File: src/shared/eirb_regs.svh
// Timing and reset constants for the interrupt, reset and boot pin block
`ifndef EIRB_REGS_SVH
`define EIRB_REGS_SVH
`define EIRB_RESET_STRETCH_CYCLES 8'h40
`define EIRB_BOOT_ON_CHIP 1'b0
`define EIRB_BOOT_OFF_CHIP 1'b1
`define EIRB_SHARED_PIN_SERIAL 1'b0
`define EIRB_SHARED_PIN_SPI 1'b1
`define EIRB_TRIG_LEVEL 1'b0
`define EIRB_TRIG_EDGE 1'b1
`endif

File: src/shared/eirb_pkg.sv
// Types for the interrupt, reset and boot pin block
package eirb_pkg;
    typedef enum logic [2:0] {
        EIRB_RST_HOLD = 3'b001,
        EIRB_RST_STRETCH = 3'b010,
        EIRB_RST_RUN = 3'b100
    } eirb_rst_state_type;
    typedef struct packed {
        logic [1:0] trig_edge;
        logic [1:0] clear;
    } eirb_irq_ctrl_type;
    typedef struct packed {
        logic spi_select;
        logic spi_master;
    } eirb_pin_ctrl_type;
endpackage

File: src/hdl/eirb_sys_pins.sv
// Interrupt request, hardware reset, boot select and shared pin logic
`timescale 1ns/1ps
`default_nettype none
`include "eirb_regs.svh"
module eirb_sys_pins
    import eirb_pkg::*;
(
    // Clock and power-on reset
    input wire logic clock_in,
    input wire logic rst_in,
    // Pins
    input wire logic ext_irq_a_n_in,
    input wire logic ext_irq_b_n_in,
    input wire logic hw_reset_n_in,
    input wire logic test_reset_n_in,
    input wire logic boot_source_select_in,
    input wire logic shared_pin_in,
    // Core control
    input wire eirb_irq_ctrl_type irq_ctrl_in,
    input wire eirb_pin_ctrl_type pin_ctrl_in,
    input wire logic in_stop_in,
    // Core status
    output logic [1:0] irq_request_out,
    output logic stop_wake_out,
    output logic core_reset_out,
    output logic debug_reset_out,
    output logic boot_off_chip_out,
    output logic serial1_receive_out,
    output logic spi0_slave_select_n_out,
    output logic spi0_mode_fault_out
);
    logic [1:0] sync_a;
    logic [1:0] sync_b;
    logic [1:0] irq_sync;
    logic [1:0] irq_prev;
    logic [1:0] edge_pending;
    logic [1:0] fall;
    logic [7:0] stretch_count;
    eirb_rst_state_type rst_state;
    eirb_rst_state_type next_rst_state;
    logic boot_captured;

    // Two-stage synchronisers: bit 0 first stage, bit 1 second stage
    always_ff @(posedge clock_in or posedge rst_in) begin
        if (rst_in) begin
            sync_a <= 2'h3;
            sync_b <= 2'h3;
        end else begin
            sync_a <= {sync_a[0], ext_irq_a_n_in};
            sync_b <= {sync_b[0], ext_irq_b_n_in};
        end
    end
    // Same two-stage scheme for reset, boot, test reset and shared pin
    logic [1:0] rst_sync;
    logic [1:0] boot_sync;
    logic [1:0] trst_sync;
    logic [1:0] shared_sync;
    always_ff @(posedge clock_in or posedge rst_in) begin
        if (rst_in) begin
            rst_sync <= 2'h0;
            boot_sync <= 2'h0;
            trst_sync <= 2'h0;
            shared_sync <= 2'h3;
        end else begin
            rst_sync <= {rst_sync[0], hw_reset_n_in};
            boot_sync <= {boot_sync[0], boot_source_select_in};
            trst_sync <= {trst_sync[0], test_reset_n_in};
            shared_sync <= {shared_sync[0], shared_pin_in};
        end
    end

    assign irq_sync = {sync_b[1], sync_a[1]};
    assign fall = irq_prev & ~irq_sync;

    always_ff @(posedge clock_in or posedge rst_in) begin
        if (rst_in) begin
            irq_prev <= 2'h3;
        end else begin
            irq_prev <= irq_sync;
        end
    end

    // Edge latch: a new edge wins over a clear in the same cycle
    // Only edge-mode inputs latch; a bit latched before a switch to level mode stays until cleared
    always_ff @(posedge clock_in or posedge rst_in) begin
        if (rst_in) begin
            edge_pending <= 2'h0;
        end else if (core_reset_out) begin
            edge_pending <= 2'h0;
        end else begin
            edge_pending <= (edge_pending & ~irq_ctrl_in.clear)
                | (fall & irq_ctrl_in.trig_edge);
        end
    end

    // Per-input trigger choice, registered onto the output
    always_ff @(posedge clock_in or posedge rst_in) begin
        if (rst_in) begin
            irq_request_out <= 2'h0;
        end else if (core_reset_out) begin
            irq_request_out <= 2'h0;
        end else begin
            for (int i = 0; i < 2; i++) begin
                if (irq_ctrl_in.trig_edge[i] == `EIRB_TRIG_EDGE) begin
                    irq_request_out[i] <= edge_pending[i] | fall[i];
                end else begin
                    irq_request_out[i] <= ~irq_sync[i];
                end
            end
        end
    end

    always_ff @(posedge clock_in or posedge rst_in) begin
        if (rst_in) begin
            stop_wake_out <= 1'b0;
        end else begin
            stop_wake_out <= in_stop_in & ~irq_sync[0]
                & ~core_reset_out;
        end
    end

    // Reset sequencer
    always_comb begin
        next_rst_state = rst_state;
        case (rst_state)
            EIRB_RST_HOLD: begin
                if (rst_sync[1]) begin
                    next_rst_state = EIRB_RST_STRETCH;
                end
            end
            EIRB_RST_STRETCH: begin
                if (!rst_sync[1]) begin
                    next_rst_state = EIRB_RST_HOLD;
                end else if (stretch_count ==
                             `EIRB_RESET_STRETCH_CYCLES - 8'h01) begin
                    next_rst_state = EIRB_RST_RUN;
                end
            end
            EIRB_RST_RUN: begin
                if (!rst_sync[1]) begin
                    next_rst_state = EIRB_RST_HOLD;
                end
            end
            default: next_rst_state = EIRB_RST_HOLD;
        endcase
    end

    always_ff @(posedge clock_in or posedge rst_in) begin
        if (rst_in) begin
            rst_state <= EIRB_RST_HOLD;
        end else begin
            rst_state <= next_rst_state;
        end
    end

    always_ff @(posedge clock_in or posedge rst_in) begin
        if (rst_in) begin
            stretch_count <= 8'h00;
        end else if (rst_state == EIRB_RST_STRETCH) begin
            stretch_count <= stretch_count + 8'h01;
        end else begin
            stretch_count <= 8'h00;
        end
    end

    always_ff @(posedge clock_in or posedge rst_in) begin
        if (rst_in) begin
            core_reset_out <= 1'b1;
        end else begin
            core_reset_out <= (next_rst_state != EIRB_RST_RUN);
        end
    end

    // Debug reset follows only the test reset pin
    always_ff @(posedge clock_in or posedge rst_in) begin
        if (rst_in) begin
            debug_reset_out <= 1'b1;
        end else begin
            debug_reset_out <= ~trst_sync[1];
        end
    end

    // Boot source caught on the release edge of the reset pin
    always_ff @(posedge clock_in or posedge rst_in) begin
        if (rst_in) begin
            boot_captured <= `EIRB_BOOT_ON_CHIP;
        end else if (rst_state == EIRB_RST_HOLD && rst_sync[1]) begin
            boot_captured <= boot_sync[1];
        end
    end
    assign boot_off_chip_out = (boot_captured == `EIRB_BOOT_OFF_CHIP);

    // Shared pin routing
    always_ff @(posedge clock_in or posedge rst_in) begin
        if (rst_in) begin
            serial1_receive_out <= 1'b1;
            spi0_slave_select_n_out <= 1'b1;
            spi0_mode_fault_out <= 1'b0;
        end else if (core_reset_out ||
                     pin_ctrl_in.spi_select == `EIRB_SHARED_PIN_SERIAL) begin
            serial1_receive_out <= shared_sync[1];
            spi0_slave_select_n_out <= 1'b1;
            spi0_mode_fault_out <= 1'b0;
        end else begin
            serial1_receive_out <= 1'b1;
            spi0_slave_select_n_out <= pin_ctrl_in.spi_master ?
                1'b1 : shared_sync[1];
            spi0_mode_fault_out <= pin_ctrl_in.spi_master
                & ~shared_sync[1];
        end
    end

    // Checker helper: edges seen with reset pin high and core reset on
    logic [7:0] release_age;
    always_ff @(posedge clock_in or posedge rst_in) begin
        if (rst_in) begin
            release_age <= 8'h00;
        end else if (!rst_sync[1] || !core_reset_out) begin
            release_age <= 8'h00;
        end else if (release_age != 8'hff) begin
            release_age <= release_age + 8'h01;
        end
    end

    // Assertions
    a_reset_held_low: assert property (
        @(posedge clock_in) disable iff (rst_in)
        !rst_sync[1] |=> core_reset_out)
        else $error("core reset released while reset pin low");
    a_reset_stretch_len: assert property (
        @(posedge clock_in) disable iff (rst_in)
        $rose(rst_sync[1]) && rst_state == EIRB_RST_HOLD
        |-> core_reset_out [*8])
        else $error("core reset released too early");
    a_reset_release_bound: assert property (
        @(posedge clock_in) disable iff (rst_in)
        rst_state == EIRB_RST_HOLD && rst_sync[1]
        |-> ##[1:65] (!core_reset_out || !rst_sync[1]))
        else $error("core reset not released after stretch");
    a_reset_stretch_exact: assert property (
        @(posedge clock_in) disable iff (rst_in)
        $fell(core_reset_out)
        |-> release_age == `EIRB_RESET_STRETCH_CYCLES + 8'h01)
        else $error("core reset stretch length wrong");
    a_boot_capture: assert property (
        @(posedge clock_in) disable iff (rst_in)
        rst_state == EIRB_RST_HOLD && rst_sync[1]
        |=> boot_off_chip_out == $past(boot_sync[1]))
        else $error("boot source not captured on release");
    a_boot_held: assert property (
        @(posedge clock_in) disable iff (rst_in)
        !(rst_state == EIRB_RST_HOLD && rst_sync[1])
        |=> $stable(boot_off_chip_out))
        else $error("boot source changed outside release");
    a_irq_sync_path: assert property (
        @(posedge clock_in) disable iff (rst_in)
        !core_reset_out && irq_ctrl_in.trig_edge[0] == `EIRB_TRIG_LEVEL
        |=> irq_request_out[0] == !$past(ext_irq_a_n_in, 3))
        else $error("interrupt A skipped a synchroniser stage");
    a_edge_pending: assert property (
        @(posedge clock_in) disable iff (rst_in)
        fall[0] && !core_reset_out
        && irq_ctrl_in.trig_edge[0] == `EIRB_TRIG_EDGE |=> edge_pending[0])
        else $error("falling edge on A was lost");
    a_edge_clear: assert property (
        @(posedge clock_in) disable iff (rst_in)
        irq_ctrl_in.clear[1] && !fall[1] |=> !edge_pending[1])
        else $error("pending edge on B not cleared");
    a_level_request: assert property (
        @(posedge clock_in) disable iff (rst_in)
        !core_reset_out && irq_ctrl_in.trig_edge[1] == `EIRB_TRIG_LEVEL
        && !irq_sync[1] |=> irq_request_out[1] || core_reset_out)
        else $error("level request on B not raised");
    a_stop_wake: assert property (
        @(posedge clock_in) disable iff (rst_in)
        in_stop_in && !irq_sync[0] && !core_reset_out |=> stop_wake_out)
        else $error("no wake from Stop on interrupt A");
    a_debug_kept: assert property (
        @(posedge clock_in) disable iff (rst_in)
        trst_sync[1] |=> !debug_reset_out)
        else $error("debug reset asserted without test reset");
    a_shared_default: assert property (
        @(posedge clock_in) disable iff (rst_in)
        core_reset_out |=> spi0_slave_select_n_out)
        else $error("slave select active during reset");
    a_serial_default: assert property (
        @(posedge clock_in) disable iff (rst_in)
        core_reset_out
        |=> serial1_receive_out == $past(shared_sync[1]))
        else $error("shared pin not routed to serial receive in reset");
    a_master_ss: assert property (
        @(posedge clock_in) disable iff (rst_in)
        !core_reset_out && pin_ctrl_in.spi_select == `EIRB_SHARED_PIN_SPI
        && pin_ctrl_in.spi_master |=> spi0_slave_select_n_out)
        else $error("slave select active in master mode");
endmodule
`default_nettype wire

File: config.mk
export PLATFORM = sky130hd
export DESIGN_NAME = eirb_sys_pins
export DESIGN_NICKNAME = d
export VERILOG_FILES = /design/src/shared/eirb_pkg.sv /design/src/hdl/eirb_sys_pins.sv
export VERILOG_INCLUDE_DIRS = /design/src /design/src/shared
export SDC_FILE = /design/constraint.sdc
export NUM_CORES = 1
export LEC_CHECK = 0
export BUFFER_PORTS_ARGS = -buffer_cell sky130_fd_sc_hd__buf_2
export CORE_MARGIN = 3
export CORE_UTILIZATION = 40
export CTS_BUF_LIST = sky130_fd_sc_hd__clkbuf_16
export CTS_CLUSTER_SIZE = 8
export DETAILED_ROUTE_END_ITERATION = 7
export PLACE_DENSITY = 0.6
export SLEW_MARGIN = 20
export SYNTH_ARGS = -nofsm -noshare
export SYNTH_HDL_FRONTEND = slang
export SYNTH_SLANG_ARGS = --single-unit
File: constraint.sdc
create_clock -name clock_in -period 1.8 [get_ports clock_in]
set_input_delay 0.09 -clock clock_in [delete_from_list [all_inputs] [get_ports clock_in]]
set_output_delay 0.09 -clock clock_in [all_outputs]
set_load 0.02 [all_outputs]
==> metrics.cfg <==
[run_status]
status=complete, no violations

[route]
drc=0
drtAntennaViolNets=0
detail_route.wl_per_cell_um=11.0
dr.pass1.iters=4
via_count=866
drt-total-wl_mm=2.00
viasPerCell=4.76
drt-initial-drc-count=19

[yosys]
yosysMostFrequentCell=dfrtp_1
yosysTopAreaCellShare_pct=43.8
ys.flop_type=dfrtp_1
synth_common_cells=23 x dfrtp_1, 13 x dfstp_2, 8 x nand2b_1
synthMuxAreaShare_pct=0.856
post_synth_xor_area_fraction_pct=2.66
synthArstFlopShare_pct=100
yosys-top-cells-area=dfrtp_1 44%, dfstp_2 26%, nand2b_1 3.8%
syn-mean-instance-area_um2=13.2
synth_top_family_by_area=simple AND/OR/NAND/NOR gates
synthSimpleGateAreaFrac_pct=16.8
synth_fa_ha_area_share_pct=0.951
synth_compound_area_share_pct=7.52
synth_edf_count=0
netlist_instances=100
post-synth-top-area-cell=dfrtp_1
ys_warn_count=0
synth_area_um2=1320
synth.distinct_cells=29
syn_nets=116
synth-seq-cells=36
ys_seq_area_share_pct=69.7

[sta]
setup_tns_ns=0
tightest_slew_ns=0.420
clock-skew-final_ns=0.00294
maxSlewViolCount=0
fin_crit_sh_pct=79.1
relSlewSlack_pct=72.0
hold_viol=0
fmax_ghz=0.703
final.min_clock_period_ns=1.42
setup_violations=0
fin_worst_hold_slack_ns=0.0288
setup_slack_ns=0.377
grt_setup_unrepaired=no

[critical_path]
cp_max_fo=5
worstSetupPathType=flip-flop to flip-flop
max_stage_delay_ns=0.43
crit_slowest_cell=or4_4
crit_path_end_kind=flip-flop
crit_chain=ha_1 -> nand2_1 -> or4_4 -> o22a_1
worstPathRequired_ns=2.00
start_kind=flip-flop
cp.arrival_ns=1.62

[die]
fp.dieW_um=63.3
start_util_pct=42.4
die_h_um=63.3
dieArea_um2=4010
core-area_um2=3100
row_count=20
io-pin-count=24

[worst_hold_path]
hold_class=input port to flip-flop

[placed_design]
port_buffers=23
place_ws_ns=0.382
hpwl_mm=1.38
place_congestion=0.741
placed_cell_area_um2=1490

[clock_network]
htreeDepth=2
numCtsBuffers=5
clockBufferDepth=2
clock_latency_ns=0.27
cts_tree=done
cts_sinks=36
cts_root_buffer=clkbuf_16
clk_pin_slew_ns=0.06

[job]
drv_cap=0

[global_route]
grt_max_degree=37
grtUsageTotal_pct=11.6
antenna_found_initial=0
grt_pass1_wl_mm=3.57
gr-total-overflow=0
grt_pass1_vias=867

[power_and_ir_drop]
leakage_nw=0.745
power.density_nw_per_um2=1150
ir_drop_mv=0.612

[cells_and_area]
fin_nets=153
design_area_um2=1710
drive_above_1_share_pct=37.0
area_delta_synth_final_pct=29.9
diodes=0
fillers=277

-- area by class of cell --
| type | instances | area, um2 | area share, % |
|---|---|---|---|
| clock buffer | 5 | 125 | 7.33 |
| clock inverter | 3 | 23.8 | 1.39 |
| inverter | 4 | 15.0 | 0.879 |
| multi-input combinational | 59 | 379 | 22.2 |
| sequential | 36 | 917 | 53.7 |
| tap | 44 | 55.1 | 3.22 |
| timing repair buffer | 31 | 193 | 11.3 |
-- kinds of logic (layout without fill, tap and decap cells) --
logic type,after synthesis,after routing
adders and majority gates,1,1
muxes,1,1
xor gates and xnor gates,4,4
AOI/OAI and AO/OA,17,17
DFF,36,36
and+or+nand+nor,36,36
buffers and inverters,5,43
-- registers in the layout, indices dropped and copies added, names as in the netlist --
name,count
boot_off_chip_out,1
boot_sync,2
core_reset_out,1
debug_reset_out,1
edge_pending,2
irq_prev,2
irq_request_out,2
rst_state,3
rst_sync,2
serial1_receive_out,1
shared_sync,2
spi0_mode_fault_out,1
spi0_slave_select_n_out,1
stop_wake_out,1
stretch_count,8
sync_a,2
sync_b,2
trst_sync,2
-- layer usage --
layer  vias to the layer above  GRT usage (%)  routed length (um)
met4                         0           5.66                  10
met3                         2           4.28                  60
met2                        18           19.6                1030
li1                        420              -                   -
met5                         -              0                   0
met1                       426           12.9                 901
-- layout by cell type (no fill, tap or decap), drive strengths merged --
| cell type | synthesis | final |
|---|---|---|
| nand2b | 8 | 8 |
| nand2 | 4 | 4 |
| dlygate4sd3 | 0 | 7 |
| inv | 4 | 4 |
| nand4 | 1 | 1 |
| clkinv | 0 | 1 |
| dfstp | 13 | 13 |
| clkbuf | 1 | 5 |
| o22ai | 2 | 2 |
| o211ai | 1 | 1 |
| buf | 0 | 24 |
| nor2 | 5 | 5 |
| or3b | 2 | 2 |
| or3 | 4 | 4 |
| nor3b | 3 | 3 |
| o21ai | 4 | 4 |
| xor2 | 3 | 3 |
| o22a | 1 | 1 |
| nor4 | 1 | 1 |
| ha | 1 | 1 |
| or4 | 1 | 1 |
| nand3 | 4 | 4 |
| nand3b | 2 | 2 |
| a21oi | 7 | 7 |
| a21o | 2 | 2 |
| and2 | 1 | 1 |
| dfrtp | 23 | 23 |
| mux2 | 1 | 1 |
| clkinvlp | 0 | 2 |
| xnor2 | 1 | 1 |
-- final timing paths --
check,from,end,slack (ns),depth (start not counted)
max in group asynchronous,rst_in,debug_reset_out,1.01,4
setup reg to reg,stretch_count[0],core_reset_out,0.38,4
hold reg to reg,boot_sync[0],boot_sync[1],0.35,0
setup / recovery,stretch_count[0],core_reset_out,0.38,4
hold / removal,pin_ctrl_in[0],spi0_slave_select_n_out,0.03,2
min in group asynchronous,rst_in,rst_sync[0],0.45,4
-- stage by stage --
step / power [mW] / utilization [%] / instances
2_1_floorplan: 1.08 / - / 100
3_3_place_gp: 1.13 / 48.0 / 167
3_5_place_dp: 1.14 / 48.0 / 167
4_1_cts: 1.98 / 55.0 / 182
5_1_grt: 2.06 / 55.0 / 182
6_report: 1.96 / 55.0 / 182
-- critical path: cells and delay by family, from the launching register on --
kind	cells	cell delay [ns]
compound gates	1	0.19
flops	1	0.40
fa+ha+maj	1	0.23
simple gates	2	0.53
-- what timing repair did --
action / CTS / global route
endpoints found under the hold margin: 29 / 0
buffers inserted: 0 / 0
gates resized for setup: 0 / 0
hold buffers: 7 / 0
-- power by group --
part	total [mW]	switching [mW]	internal, mW
clock	0.826	0.312	0.513
sequential	0.942	0.0558	0.887
combinational	0.193	0.0942	0.0989
(Power assumes the default switching activity.)
